--- src/rtl/srp_pkg.sv ---
package srp_pkg;

  // Register byte offsets on the APB window
  localparam logic [11:0] REG_ROM_DATA = 12'h000;
  localparam logic [11:0] REG_ROM_ADDR = 12'h004;
  localparam logic [11:0] REG_PI_DATA  = 12'h008;
  localparam logic [11:0] REG_PI_ADDR  = 12'h00c;

  // Field positions
  localparam int ROM_FLAG_BIT = 31;
  localparam int PI_FLAG_BIT  = 15;
  localparam int PI_OFF_LSB   = 1;
  localparam int PI_RO_BIT    = 7;

  // Serial store instructions
  localparam logic [7:0] OPC_READ  = 8'h03;
  localparam logic [7:0] OPC_WRITE = 8'h02;
  localparam logic [7:0] OPC_WLEN  = 8'h06;
  localparam logic [7:0] OPC_POLL  = 8'h05;

  // Transaction lengths in serial clocks
  localparam logic [5:0] LEN_CMD  = 6'h08;
  localparam logic [5:0] LEN_STAT = 6'h10;
  localparam logic [5:0] LEN_DATA = 6'h38;

  // Timing
  localparam int CLK_PERIOD_NS = 50;
  localparam int SCK_PERIOD_NS = 400;
  localparam int CLK_FREQ_MHZ  = 20;
  localparam int POLL_TIME_US  = 2000;
  localparam logic [2:0] SCK_HALF_M1 =
    3'((SCK_PERIOD_NS / CLK_PERIOD_NS) / 2 - 1);
  localparam logic [15:0] POLL_CYC = 16'(POLL_TIME_US * CLK_FREQ_MHZ);

  typedef enum logic [3:0] {
    S_IDLE  = 4'b0001,
    S_GAP   = 4'b0010,
    S_SHIFT = 4'b0100,
    S_WAIT  = 4'b1000
  } srp_fsm_t;

  typedef enum logic [1:0] {
    OP_WLEN  = 2'h0,
    OP_WRITE = 2'h1,
    OP_READ  = 2'h2,
    OP_POLL  = 2'h3
  } srp_op_t;

  typedef struct packed {
    logic        psel;
    logic        penable;
    logic        pwrite;
    logic [11:0] paddr;
    logic [31:0] pwdata;
  } srp_apb_req_t;

  typedef struct packed {
    logic        pready;
    logic [31:0] prdata;
    logic        pslverr;
  } srp_apb_rsp_t;

  typedef struct packed {
    logic sck;
    logic cs_n;
    logic mosi;
  } srp_spi_out_t;

  typedef struct packed {
    srp_fsm_t     fsm;
    srp_op_t      op;
    srp_apb_rsp_t rsp;
    srp_spi_out_t spi;
    logic [31:0]  rom_data;
    logic [15:0]  rom_addr;
    logic         rom_flag;
    logic         rom_pend;
    logic [31:0]  pi_data;
    logic [6:0]   pi_off;
    logic         pi_flag;
    logic         pi_pend;
    logic         who;
    logic [55:0]  tx;
    logic [31:0]  rx;
    logic [5:0]   bitcnt;
    logic [5:0]   len;
    logic [2:0]   div;
    logic [15:0]  poll;
    logic [1:0]   miso_sync;
  } srp_state_t;

  localparam srp_state_t ST_RESET = '{
    fsm: S_IDLE, op: OP_WLEN, spi: '{sck: 1'b0, cs_n: 1'b1, mosi: 1'b0},
    default: '0};

  // Byte 0 travels first on the wire, so words are byte swapped
  function automatic logic [31:0] srp_swap(input logic [31:0] w);
    return {w[7:0], w[15:8], w[23:16], w[31:24]};
  endfunction : srp_swap

endpackage : srp_pkg

--- src/rtl/srp_top.sv ---
`timescale 1ns/1ns
module srp_top #(
  parameter logic [15:0] P_POLL_CYC = srp_pkg::POLL_CYC
) (
  // Clock and reset
  input  wire logic                  i_clk,
  input  wire logic                  i_reset_n,
  // APB slave
  input  wire srp_pkg::srp_apb_req_t i_apb,
  output      srp_pkg::srp_apb_rsp_t o_apb,
  // Serial store pins
  output      srp_pkg::srp_spi_out_t o_spi,
  input  wire logic                  i_miso
);
  import srp_pkg::*;

  srp_state_t st_q;
  srp_state_t st_d;
  logic       shift_done;
  logic       acc_take;
  logic       wr_hit;

  // Last falling serial edge of the current transaction
  assign shift_done = (st_q.fsm == S_SHIFT) && (st_q.div == SCK_HALF_M1) &&
                      st_q.spi.sck && (st_q.bitcnt == st_q.len - 6'h01);
  assign acc_take   = i_apb.psel & i_apb.penable & ~st_q.rsp.pready;
  assign wr_hit     = i_apb.psel & i_apb.penable & st_q.rsp.pready &
                      i_apb.pwrite;

  // Next-state logic for bus, registers and serial sequencer
  always_comb begin
    logic [55:0] tx_new;
    logic [15:0] cur_addr;
    logic [31:0] rd_val;
    logic        hit;
    tx_new   = '0;
    cur_addr = '0;
    rd_val   = '0;
    hit      = 1'b1;
    st_d     = st_q;
    st_d.miso_sync   = {st_q.miso_sync[0], i_miso};
    st_d.rsp.pready  = 1'b0;

    // low address bits forced to zero
    // product offset lands inside the first 256 bytes
    if (st_q.who) begin
      cur_addr = {8'h00, st_q.pi_off[6:1], 2'b00};
    end else begin
      cur_addr = st_q.rom_addr;
    end

    unique case (st_q.fsm)
      S_IDLE: begin
        // arbitrate pending requests one at a time
        if (st_q.rom_pend) begin
          st_d.who = 1'b0;
          st_d.op  = st_q.rom_flag ? OP_WLEN : OP_READ;
          st_d.fsm = S_GAP;
          st_d.div = '0;
        end else if (st_q.pi_pend) begin
          st_d.who = 1'b1;
          st_d.op  = st_q.pi_flag ? OP_WLEN : OP_READ;
          st_d.fsm = S_GAP;
          st_d.div = '0;
        end
      end
      S_GAP: begin
        // Chip select high for half a serial period, then launch
        st_d.div = st_q.div + 3'h1;
        if (st_q.div == SCK_HALF_M1) begin
          // instruction first, address after, MSB first
          // read and write opcodes, byte 0 leads
          unique case (st_q.op)
            OP_WLEN: begin
              tx_new   = {OPC_WLEN, 48'h0};
              st_d.len = LEN_CMD;
            end
            OP_WRITE: begin
              tx_new   = {OPC_WRITE, cur_addr,
                          srp_swap(st_q.who ? st_q.pi_data
                                            : st_q.rom_data)};
              st_d.len = LEN_DATA;
            end
            OP_READ: begin
              tx_new   = {OPC_READ, cur_addr, 32'h0};
              st_d.len = LEN_DATA;
            end
            OP_POLL: begin
              tx_new   = {OPC_POLL, 48'h0};
              st_d.len = LEN_STAT;
            end
          endcase
          st_d.tx       = tx_new;
          st_d.spi.mosi = tx_new[55];
          st_d.spi.cs_n = 1'b0;
          st_d.spi.sck  = 1'b0;
          st_d.bitcnt   = '0;
          st_d.div      = '0;
          st_d.fsm      = S_SHIFT;
        end
      end
      S_SHIFT: begin
        st_d.div = (st_q.div == SCK_HALF_M1) ? 3'h0 : st_q.div + 3'h1;
        if (st_q.div == SCK_HALF_M1) begin
          if (!st_q.spi.sck) begin
            // Rising edge samples the synchronised input
            st_d.spi.sck = 1'b1;
            st_d.rx      = {st_q.rx[30:0], st_q.miso_sync[1]};
          end else if (shift_done) begin
            st_d.spi.sck  = 1'b0;
            st_d.spi.cs_n = 1'b1;
            st_d.spi.mosi = 1'b0;
            st_d.div      = '0;
            unique case (st_q.op)
              OP_WLEN: begin
                // write enable ends, then the write follows
                st_d.op  = OP_WRITE;
                st_d.fsm = S_GAP;
              end
              OP_WRITE: begin
                // first status poll right after the write
                st_d.op  = OP_POLL;
                st_d.fsm = S_GAP;
              end
              OP_READ: begin
                if (st_q.who) begin
                  st_d.pi_data = srp_swap(st_q.rx);
                  st_d.pi_flag = 1'b1;
                  st_d.pi_pend = 1'b0;
                end else begin
                  st_d.rom_data = srp_swap(st_q.rx);
                  st_d.rom_flag = 1'b1;
                  st_d.rom_pend = 1'b0;
                end
                st_d.fsm = S_IDLE;
              end
              OP_POLL: begin
                // busy bit 0 decides wait or finish
                if (st_q.rx[0]) begin
                  st_d.poll = '0;
                  st_d.fsm  = S_WAIT;
                end else begin
                  if (st_q.who) begin
                    st_d.pi_flag = 1'b0;
                    st_d.pi_pend = 1'b0;
                  end else begin
                    st_d.rom_flag = 1'b0;
                    st_d.rom_pend = 1'b0;
                  end
                  st_d.fsm = S_IDLE;
                end
              end
            endcase
          end else begin
            // Falling edge presents the next bit
            st_d.spi.sck  = 1'b0;
            st_d.bitcnt   = st_q.bitcnt + 6'h01;
            st_d.tx       = {st_q.tx[54:0], 1'b0};
            st_d.spi.mosi = st_q.tx[54];
          end
        end
      end
      S_WAIT: begin
        st_d.poll = st_q.poll + 16'h0001;
        if (st_q.poll == P_POLL_CYC - 16'h0001) begin
          st_d.op  = OP_POLL;
          st_d.div = '0;
          st_d.fsm = S_GAP;
        end
      end
    endcase

    unique case (i_apb.paddr)
      REG_ROM_DATA: rd_val = st_q.rom_data;
      REG_ROM_ADDR: rd_val = {st_q.rom_flag, 15'h0, st_q.rom_addr};
      REG_PI_DATA:  rd_val = st_q.pi_data;
      REG_PI_ADDR:  rd_val = {16'h0, st_q.pi_flag, 7'h0, st_q.pi_off,
                              1'b0};
      default:      hit    = 1'b0;
    endcase

    // Access phase answered one cycle later from a flip-flop
    if (acc_take) begin
      st_d.rsp.pready  = 1'b1;
      st_d.rsp.pslverr = ~hit;
      st_d.rsp.prdata  = hit ? rd_val : 32'h0;
    end

    // Writes land on the edge where pready is seen high
    if (wr_hit) begin
      unique case (i_apb.paddr)
        REG_ROM_DATA: st_d.rom_data = i_apb.pwdata;
        REG_PI_DATA:  st_d.pi_data  = i_apb.pwdata;
        REG_ROM_ADDR: begin
          // flag value selects read or write
          // full 16-bit address, no region limit
          if (!st_q.rom_pend) begin
            st_d.rom_addr = {i_apb.pwdata[15:2], 2'b00};
            st_d.rom_flag = i_apb.pwdata[ROM_FLAG_BIT];
            st_d.rom_pend = 1'b1;
          end
        end
        REG_PI_ADDR: begin
          // flag zero starts a product read
          // flag one with offset bit 7 set starts a product write
          if (!st_q.pi_pend) begin
            st_d.pi_off  = {i_apb.pwdata[7:2], 1'b0};
            st_d.pi_flag = i_apb.pwdata[PI_FLAG_BIT];
            // refused write clears flag at once
            if (i_apb.pwdata[PI_FLAG_BIT] && !i_apb.pwdata[PI_RO_BIT]) begin
              st_d.pi_flag = 1'b0;
            end else begin
              st_d.pi_pend = 1'b1;
            end
          end
        end
        default: begin
        end
      endcase
    end
  end

  // reset leaves everything idle, chip select high
  always_ff @(posedge i_clk or negedge i_reset_n) begin
    if (!i_reset_n) begin
      st_q <= ST_RESET;
    end else begin
      st_q <= st_d;
    end
  end

  assign o_apb = st_q.rsp;
  assign o_spi = st_q.spi;

  // Assertions
  a_idle_cs_high: assert property (
    @(posedge i_clk) disable iff (!i_reset_n)
    (st_q.fsm != S_SHIFT) |-> st_q.spi.cs_n)
    else $error("chip select low outside a transaction");

  a_single_txn: assert property (
    @(posedge i_clk) disable iff (!i_reset_n)
    (st_q.fsm == S_SHIFT) |-> (st_q.rom_pend | st_q.pi_pend))
    else $error("transaction running with no request");

  a_wlen_then_wr: assert property (
    @(posedge i_clk) disable iff (!i_reset_n)
    (shift_done && st_q.op == OP_WLEN) |=>
      (st_q.fsm == S_GAP && st_q.op == OP_WRITE && st_q.spi.cs_n))
    else $error("write enable not followed by write");

  a_poll_after_wr: assert property (
    @(posedge i_clk) disable iff (!i_reset_n)
    (shift_done && st_q.op == OP_WRITE) |=>
      (st_q.fsm == S_GAP && st_q.op == OP_POLL))
    else $error("no status poll after write");

  a_poll_wait: assert property (
    @(posedge i_clk) disable iff (!i_reset_n)
    (st_q.fsm == S_WAIT && st_q.poll != P_POLL_CYC - 16'h0001) |=>
      (st_q.fsm == S_WAIT && st_q.poll == $past(st_q.poll) + 16'h0001))
    else $error("status poll interval cut short");

  a_rd_done_flag: assert property (
    @(posedge i_clk) disable iff (!i_reset_n)
    (shift_done && st_q.op == OP_READ && !st_q.who) |=>
      (st_q.rom_flag && !st_q.rom_pend &&
       st_q.rom_data == srp_swap($past(st_q.rx))))
    else $error("general read did not deliver word and flag");

  a_pi_rd_flag: assert property (
    @(posedge i_clk) disable iff (!i_reset_n)
    (shift_done && st_q.op == OP_READ && st_q.who) |=>
      (st_q.pi_flag && !st_q.pi_pend))
    else $error("product read did not raise flag");

  a_ro_refused: assert property (
    @(posedge i_clk) disable iff (!i_reset_n)
    (wr_hit && i_apb.paddr == REG_PI_ADDR && !st_q.pi_pend &&
     i_apb.pwdata[PI_FLAG_BIT] && !i_apb.pwdata[PI_RO_BIT]) |=>
      (!st_q.pi_flag && !st_q.pi_pend))
    else $error("read-only product write not refused");

  a_wr_done_clear: assert property (
    @(posedge i_clk) disable iff (!i_reset_n)
    (shift_done && st_q.op == OP_POLL && !st_q.rx[0]) |=>
      (st_q.fsm == S_IDLE && !(st_q.who ? st_q.pi_flag : st_q.rom_flag)))
    else $error("write completion did not clear flag");

  a_pi_wr_clear: assert property (
    @(posedge i_clk) disable iff (!i_reset_n)
    (shift_done && st_q.op == OP_POLL && !st_q.rx[0] && st_q.who) |=>
      (!st_q.pi_flag && !st_q.pi_pend))
    else $error("product write completion did not clear flag");

  a_pi_region: assert property (
    @(posedge i_clk) disable iff (!i_reset_n)
    (st_q.fsm == S_SHIFT && st_q.who && st_q.bitcnt == 6'h00 &&
     st_q.op inside {OP_READ, OP_WRITE}) |->
      (st_q.tx[47:40] == 8'h00 && (st_q.op == OP_READ || st_q.tx[39])))
    else $error("product access outside its writable region");

  a_addr_aligned: assert property (
    @(posedge i_clk) disable iff (!i_reset_n)
    (st_q.fsm == S_SHIFT && st_q.op inside {OP_READ, OP_WRITE} &&
     st_q.bitcnt == 6'h00) |-> (st_q.tx[33:32] == 2'b00))
    else $error("serial address not word aligned");

  a_bit_count: assert property (
    @(posedge i_clk) disable iff (!i_reset_n)
    (st_q.fsm == S_SHIFT) |-> (st_q.bitcnt < st_q.len))
    else $error("serial bit count overran length");

  c_rom_read: cover property (@(posedge i_clk) disable iff (!i_reset_n)
    shift_done && st_q.op == OP_READ && !st_q.who);
  c_rom_write: cover property (@(posedge i_clk) disable iff (!i_reset_n)
    shift_done && st_q.op == OP_POLL && !st_q.rx[0] && !st_q.who);
  c_poll_busy: cover property (@(posedge i_clk) disable iff (!i_reset_n)
    shift_done && st_q.op == OP_POLL && st_q.rx[0]);
  c_pi_write: cover property (@(posedge i_clk) disable iff (!i_reset_n)
    shift_done && st_q.op == OP_POLL && !st_q.rx[0] && st_q.who);
  c_pi_refused: cover property (@(posedge i_clk) disable iff (!i_reset_n)
    wr_hit && i_apb.paddr == REG_PI_ADDR && i_apb.pwdata[PI_FLAG_BIT] &&
    !i_apb.pwdata[PI_RO_BIT]);

endmodule : srp_top

--- config.mk ---
export PLATFORM = sky130hd
export DESIGN_NAME = srp_top
export DESIGN_NICKNAME = d
export VERILOG_FILES = /design/src/rtl/srp_pkg.sv /design/src/rtl/srp_top.sv
export SDC_FILE = /design/constraint.sdc
export NUM_CORES = 1
export LEC_CHECK = 0
export BUFFER_PORTS_ARGS = -buffer_cell sky130_fd_sc_hd__buf_4
export CAP_MARGIN = 20
export CORE_MARGIN = 2
export CORE_UTILIZATION = 50
export CTS_CLUSTER_DIAMETER = 50
export CTS_CLUSTER_SIZE = 25
export DETAILED_ROUTE_END_ITERATION = 16
export PLACE_DENSITY = 0.68
export SYNTH_ARGS = -nofsm -noshare
export SYNTH_HDL_FRONTEND = slang
export SYNTH_SLANG_ARGS = --single-unit
--- constraint.sdc ---
create_clock -name i_clk -period 5.84 [get_ports i_clk]
set_input_delay 1.168 -clock i_clk [delete_from_list [all_inputs] [get_ports i_clk]]
set_output_delay 1.168 -clock i_clk [all_outputs]
set_load 0.01 [all_outputs]
# Word-level counts from Yosys, hierarchy flattened

Cells that the tools add are included.

Flip-flop bits (word level): 252
Input bits: 50

Add/sub/neg operators: 4
Eq/ne operators: 23
Multiplexer cells: 83
Bitwise operators: 9
Reduce and logical (&&, ||, !) cells: 27

Operators by type and width:

| cell                  | count |
|---|---|
| $mux 32               | 11 |
| $pmux 56 s4           | 1 |
| $mux 34               | 6 |
| $mux 55               | 3 |
| $pmux 32 s4           | 1 |
| $pmux 55 s2           | 1 |
| $mux 93               | 1 |
| $mux 91               | 1 |
| $mux 19               | 3 |
| $mux 16               | 3 |
| $mux 6                | 8 |
| $mux 18               | 2 |
| $mux 35               | 1 |
| $pmux 16 s2           | 1 |
| $eq 12x4->1 const B   | 2 |
| $mux 2                | 12 |
| $mux 9                | 2 |
| $pmux 6 s3            | 1 |
| $add 16x1->16 const B | 1 |
| $eq 16x16->1 const B  | 1 |
| $pmux 4 s4            | 1 |
| $mux 15               | 1 |
| $mux 3                | 5 |
| $eq 12x3->1 const B   | 1 |
| 39 further kinds      | 76 |

# Logic depth before layout (Yosys ltp)

Gate-level depths: netlist (run 1).

Depth in word-level cells: 12
Depth in mapped cells: 10
Gate-level depth less buffers: 7

# Worst setup path after synthesis (run 1)

OpenSTA, ideal clock, no wires.

Kind: input port to flip-flop
Start point: in i_apb[39] (netlist name)
End point: reg st_q[173] (netlist name)
Setup time: 0.127 ns
Arrival: 2.958 ns
Data required time: 5.713 ns
Slack: 2.754 ns
Stages: 5
Path through: or4_1 > nor4_2 > nand3_1 > clkbuf_1 > mux2_1

Word-level cells in the longest chain between the ends: 2

Ends and longest elaborated chain:

| item                              | RTL line       | source |
|---|---|---|
| start, declared                   | srp_top.sv:9   | `input wire srp_pkg::srp_apb_req_t i_apb,` |
| $eq 12x3->1                       | srp_top.sv:191 | `unique case (i_apb.paddr)` |
| $reduce_and 3->1 (no source line) | n/a            |  |
| end signal, assigned              | srp_top.sv:228 | `st_q <= st_d;` |
| end, declared                     | srp_top.sv:17  | `srp_state_t st_q;` |

Every way passes these cells.
A chain may end at the register's enable or synchronous reset.

# Worst setup path in the final report (run 1)

Start point: in i_apb[39] (netlist name)
End point: reg st_q[172] (netlist name)

The elaborated chain is that of the path after synthesis.

==> results of run 1 <==
## worst min-delay path by stage
stage,to,slack [ps]
finish,st_q[1],370
global route,st_q[1],370
CTS,st_q[1],370
detailed placement,st_q[1],350
global placement,st_q[1],340
floorplan,st_q[1],330
## routing by layer
layer / up-vias / share of wire
li1: 4341 / -
met1: 4601 / 0.44
met2: 291 / 0.49
met3: 51 / 0.054
met4: 0 / 0.022
met5: - / 0
## layout make-up
type                    count  area share
clock buffers              34      0.0542
clock inverters            18      0.0170
inverters                   9     0.00246
multi-input cells         846       0.382
flip-flops and latches    249       0.455
well taps                 319      0.0291
repair buffers            105      0.0603
## cells in the mapped netlist (7+ instances only)
cell type / n / area [sq um]
inv_1: 7 / 26.3
o21ai_1: 49 / 245
mux2_2: 11 / 124
mux4_2: 7 / 158
a22oi_1: 17 / 128
a31oi_1: 66 / 413
mux2i_1: 16 / 160
ha_1: 10 / 125
nor3_1: 9 / 45.0
clkbuf_1: 57 / 214
o2bb2ai_1: 9 / 78.8
a21oi_1: 19 / 95.1
nand3_1: 19 / 95.1
nor2_1: 194 / 728
dfrtp_1: 247 / 6180
a221oi_1: 46 / 403
mux2_1: 80 / 901
nand2_1: 200 / 751
nand4_1: 9 / 56.3
buf_4: 40 / 300
buf_2: 12 / 60.1
a22o_1: 7 / 61.3
## state kept, by name, indices dropped and copies added (netlist names)
register / flops
st_q: 211
o_spi: 3
o_apb: 34
st_d: 1
## cells by family after synthesis
kind of cell	Yosys count
xor gates and xnor gates	4
DFF	249
and+or+nand+nor	478
adders and majority gates	10
buffers and inverters	124
AOI/OAI and AO/OA	240
muxes	114
## cell usage in the layout (no fill, tap or decap), drive strengths merged, types with 6 or more instances in the layout
| cell type | n |
|---|---|
| nor3 | 11 |
| o21ai | 54 |
| nor4 | 6 |
| nand4 | 9 |
| clkbuf | 34 |
| a31oi | 66 |
| nand2 | 200 |
| a22oi | 17 |
| buf | 105 |
| a22o | 7 |
| a221oi | 46 |
| ha | 10 |
| mux4 | 7 |
| o2bb2ai | 9 |
| clkinv | 8 |
| mux2 | 91 |
| a21oi | 19 |
| nand3 | 19 |
| inv | 15 |
| nor2b | 6 |
| nor2 | 194 |
| mux2i | 16 |
| dfrtp | 247 |
| and3 | 6 |
## metrics by stage
stage | instances | utilization
after floorplan | 1219 | -
after global placement | 1525 | 0.537
after detailed placement | 1526 | 0.538
after CTS | 1578 | 0.579
after global routing | 1580 | 0.581
final | 1580 | 0.581
## power groups by stage
| stage | registers, mW | clock network [mW] | logic [mW] |
|---|---|---|---|
| floorplan | 1.76 | 0 | 0.0240 |
| global placement | 1.76 | 0 | 0.103 |
| detailed placement | 1.76 | 0 | 0.104 |
| CTS | 1.73 | 1.89 | 0.105 |
| global route | 1.73 | 1.97 | 0.114 |
| finish | 1.73 | 1.86 | 0.102 |
==> impl_metrics.py, run 1 <==
metrics = {
    "flow_run": {
        "drv_cap": 0,
    },
    "timing": {
        "finalCriticalPeriod_ps": 3340,
        "fin_crit_sh": 0.572,
        "fmax_mhz": 300,
        "maxSlewViolCount": 0,
        "whs_ps": 366,
        "finalSetupTns_ps": 0,
        "fin_skew_ps": 32.5,
        "tightest_slew_ps": 1050,
        "setup_ws_ps": 2500,
        "hold_viol": 0,
        "rsz0062_at_grt": "false",
        "slew_headroom": 0.301,
        "setup_viol": 0,
    },
    "yosys": {
        "yosys_most_used_dff": "dfrtp_1",
        "synth_fa_ha_area_frac": 0.0103,
        "syn_inst": 1219,
        "ys_types": 61,
        "postSynth.asyncResetShare": 1.00,
        "synth_seq_area_share": 0.515,
        "syn_nets": 1279,
        "synthXorXnorAreaFrac": 0.00413,
        "avgSynthCellArea_sq_um": 9.93,
        "synth_compound_area_frac": 0.135,
        "netlist_area_sq_mm": 0.0121,
        "synth_edf_count": 0,
        "synth_top_family_by_area": "simple AND/OR/NAND/NOR gates",
        "synth-simple-area-share": 0.169,
        "synth_mux_area_frac": 0.111,
        "synth_warnings": 0,
        "synth_seq_cells": 249,
    },
    "clocking": {
        "htreeDepth": 1,
        "cts_setup_buffers": 0,
        "root_buffer": "clkbuf_16",
        "clock_sinks": 249,
        "cts_hold_buf": 0,
        "clk_pin_slew_ps": 70,
        "clk_latency_ps": 560,
        "cts_resized": 0,
        "cts_made_buffers": 28,
        "clockBufferDepth": 3,
        "cts_tree": "built",
    },
    "grt": {
        "grt.busiest_layer": "met2",
        "antenna_found_initial": 0,
        "use_met1": 0.334,
        "grt_max_degree": 84,
        "grt_pass1_vias": 9087,
        "grt_use_met2": 0.405,
        "use_met3": 0.0358,
        "grtUsageTotal": 0.242,
        "overflow": 0,
        "grt_pass1_wl_um": 50000,
    },
    "power_and_ir_drop": {
        "pwr-share-comb": 0.028,
        "internal_power_mw": 2.86,
        "p_sw_frac": 0.224,
        "p_leak_nw": 6.22,
        "p_per_area_mw_per_mm2": 269,
        "seqPwrFrac": 0.469,
        "ir_drop_uv": 225,
        "power_mw": 3.69,
        "clkPwrFrac": 0.503,
        "power_switching_uw": 827,
    },
    "placed_design": {
        "portBuffers": 86,
        "dpl_cell_area_sq_mm": 0.0127,
        "pre_cts_ws_ps": 1910,
        "place_congestion": 0.854,
        "place_hpwl_um": 18800,
    },
    "worst_setup_path": {
        "cpPeakStageDelay_ps": 870,
        "cp.arrival_ps": 3760,
        "r2r_setup_slack_ps": 2780,
        "r2r-start": "st_q[253]",
        "path_max_fanout": 17,
        "setup.worst_path.end_class": "flop",
        "path_class": "input pin to flop",
        "reg2reg_depth": 5,
        "crit_chain": "buf_4 > or4_1 > nor4_2 > nand3_1 > mux2_1",
        "crit_family": "simple AND/OR/NAND/NOR gates",
        "r2r_end": "st_q[160]",
        "cp.depth": 5,
        "crit_slowest_cell": "nand3_1",
        "crit_start": "i_apb[39]",
        "worstPathRequired_ps": 6260,
        "worstSetupEndpoint": "st_q[172]",
        "path_buf_inv": 1,
        "critPathLaunchType": "input pin",
    },
    "finish": {
        "layout.nets": 1299,
        "syn_to_final_growth_pct": 13.2,
        "regArea_sq_mm": 0.00623,
        "fillers": 2066,
        "multi_input_area_sq_mm": 0.00524,
        "diodes": 0,
        "drive_gt1_frac": 0.153,
        "final_area_sq_mm": 0.0137,
    },
    "floorplanning": {
        "dieHeight_um": 160,
        "ios": 87,
        "dieArea_sq_mm": 0.0255,
        "rows": 56,
        "start_util": 0.513,
        "die_x_um": 160,
        "core-area_sq_mm": 0.0236,
    },
    "detailed_routing": {
        "drt_iter0_markers": 846,
        "detail-route-antenna-nets": 0,
        "dr.pass1.iters": 5,
        "drc": 0,
        "routed_wl_um": 30700,
        "viasPerCell": 5.88,
        "vias": 9284,
        "routedWlPerCell_um": 19.5,
    },
    "min_path": {
        "holdCritPathClass": "flop to flop",
        "worstHoldStart": "st_d[1]",
        "whs_path_depth": 0,
    },
    "status": {
        "status": "completed",
    },
}
Note: power is estimated with default switching activity, not from simulation.
==> run 2: changes to the inputs <==
Settings changed: PLACE_DENSITY 0.68 to 0.71.
Clock period 5.84 ns to 2.82 ns, I/O delays scaled along.
==> run 2 against run 1 <==
- global-route usage is 0.065 points lower
- critical path depth is 2 higher
- first-iteration DRC count is 6.4% lower
- sequential share of layout area is 0.60 points lower
- highest routed layer unchanged
- core utilization is 0.78 points higher
- combinational power is 110% higher
- sequential cell count stayed put
- register-to-register slack worse by 2600 ps
- largest cell class unchanged
- largest power group is now sequential cells
- final area is 1.3% higher
- critical endpoint is now st_q[197]
- routed wire length is 0.28% lower
- hold slack worse by 360 ps
==> impl_metrics.py, run 2 (same netlist as run 1, synthesis figures left out) <==
metrics = {
    "timing": {
        "fmax_mhz": 372,
        "slew_headroom": 0.414,
        "finalSetupTns_ps": 0,
        "setup_ws_ps": 134,
        "maxSlewViolCount": 0,
        "tightest_slew_ps": 879,
        "fin_skew_ps": 25.0,
        "rsz0062_at_grt": "false",
        "fin_crit_sh": 0.952,
        "finalCriticalPeriod_ps": 2690,
        "setup_viol": 0,
        "hold_viol": 0,
    },
    "clocking": {
        "clk_pin_slew_ps": 70,
        "root_buffer": "clkbuf_16",
        "cts_hold_buf": 0,
        "cts_made_buffers": 26,
        "cts_tree": "built",
        "clock_sinks": 249,
        "cts_setup_buffers": 0,
        "cts_resized": 0,
        "clockBufferDepth": 3,
        "htreeDepth": 1,
        "clk_latency_ps": 550,
    },
    "finish": {
        "layout.nets": 1317,
        "largest_register_ffs": 211,
        "syn_to_final_growth_pct": 14.8,
        "diodes": 0,
        "final_common_cell": "dfrtp_1",
        "fillers": 2008,
        "top_register": "st_q",
        "final_cell_mix": "246 x dfrtp_1, 198 x nand2_1, 192 x nor2_1",
        "drive_gt1_frac": 0.164,
    },
    "worst_setup_path": {
        "crit_start": "st_q[24]",
        "path_max_fanout": 33,
        "r2r-start": "st_q[24]",
        "path_buf_inv": 1,
        "cp_common_cell": "or4_4",
        "crit_family": "simple AND/OR/NAND/NOR gates",
        "crit_chain": "inv_1 > ha_1 > xor3_1 > or4_4 > or4_4 > nand2_1 > a31oi_1",
        "critPathLaunchType": "flop",
        "cpPeakStageDelay_ps": 770,
        "cp.arrival_ps": 3090,
        "setup.worst_path.end_class": "flop",
        "crit_slowest_cell": "or4_4",
        "worstPathRequired_ps": 3230,
        "path_class": "flop to flop",
    },
    "detailed_routing": {
        "vias": 9396,
        "drt_iter0_markers": 792,
        "routed_wl_um": 30700,
        "routedWlPerCell_um": 19.2,
        "viasPerCell": 5.89,
        "drc": 0,
        "detail-route-antenna-nets": 0,
        "dr.pass1.iters": 5,
    },
    "floorplanning": {
        "rows": 56,
        "dieHeight_um": 160,
        "dieArea_sq_mm": 0.0255,
        "die_x_um": 160,
        "start_util": 0.513,
        "core-area_sq_mm": 0.0236,
        "ios": 87,
    },
    "grt": {
        "antenna_found_initial": 0,
        "grt_max_degree": 81,
        "grt_use_met2": 0.407,
        "grtUsageTotal": 0.242,
        "use_met1": 0.322,
        "grt.busiest_layer": "met2",
        "grt_pass1_wl_um": 49900,
        "use_met3": 0.0397,
        "overflow": 0,
        "grt_pass1_vias": 9307,
    },
    "power_and_ir_drop": {
        "p_per_area_mw_per_mm2": 526,
        "internal_power_mw": 5.62,
        "power_switching_mw": 1.70,
        "pwr-share-comb": 0.030,
        "seqPwrFrac": 0.490,
        "p_sw_frac": 0.232,
        "p_leak_nw": 6.30,
        "clkPwrFrac": 0.480,
        "ir_drop_uv": 559,
        "power_mw": 7.31,
    },
    "placed_design": {
        "pre_cts_ws_ps": 148,
        "place_congestion": 0.844,
        "portBuffers": 86,
        "place_hpwl_um": 19500,
    },
    "min_path": {
        "holdCritPathClass": "input pin to async pin",
    },
    "flow_run": {
        "drv_cap": 0,
    },
    "status": {
        "status": "completed",
    },
}
## run 2: cell count changes in the layout (fill, tap and decap cells not counted), moves of 2 or more
cell,before,now
buf_12,0,13
buf_4,101,111
bufinv_16,4,2
clkbuf_1,4,2
clkbuf_16,28,26
clkinv_4,0,2
clkinvlp_4,0,2
inv_6,5,3
## run 2: cell type report
cell class	count	area [sq um]	share of cell area
Sequential cell	249	6230	0.449
Multi-Input combinational cell	846	5240	0.377
Timing Repair Buffer	125	1110	0.0798
Clock buffer	29	672	0.0483
Tap cell	319	399	0.0287
Clock inverter	19	210	0.0151
Inverter	9	33.8	0.00243
## run 2: through the flow
stage | hold slack (ps) | cells | utilization | area, sq um
after CTS | 38.2 | 1596 | 0.589 | 13900
final | 3.19 | 1596 | 0.589 | 13900
after floorplan | 268 | 1219 | - | 12100
after detailed placement | 342 | 1548 | 0.551 | 13000
after global routing | 46.5 | 1596 | 0.589 | 13900
after global placement | 341 | 1548 | 0.551 | 13000
## run 2: final timing paths
path                             end  slack (ps)  cells after the start
setup / recovery           st_q[197]         130                      7
hold / removal               st_q[7]           3                      1
setup reg to reg           st_q[197]         130                      7
hold reg to reg              st_q[1]         370                      0
max in group asynchronous  st_q[252]        2010                      2
min in group i_clk           st_d[1]         120                      1
## run 2: worst register-to-register path, cell delays in order (launching register included)
cell and delay [ps]:
dfrtp_1 400, inv_1 70, ha_1 140, xor3_1 450, or4_4 470, or4_4 770
nand2_1 170, a31oi_1 100
## run 2: per-layer routing
metal / wire length [um] / vias to the layer above
met5: 0 / -
met4: 795 / 0
met3: 1670 / 57
met2: 14900 / 315
met1: 13200 / 4652
li1: - / 4372
## run 2: power groups by stage
stage | registers (mW) | logic [mW] | clock network (mW)
2_1_floorplan | 3.65 | 0.0496 | 0
3_3_place_gp | 3.65 | 0.222 | 0
3_5_place_dp | 3.65 | 0.225 | 0
4_1_cts | 3.58 | 0.226 | 3.58
5_1_grt | 3.58 | 0.246 | 3.72
6_report | 3.58 | 0.219 | 3.51
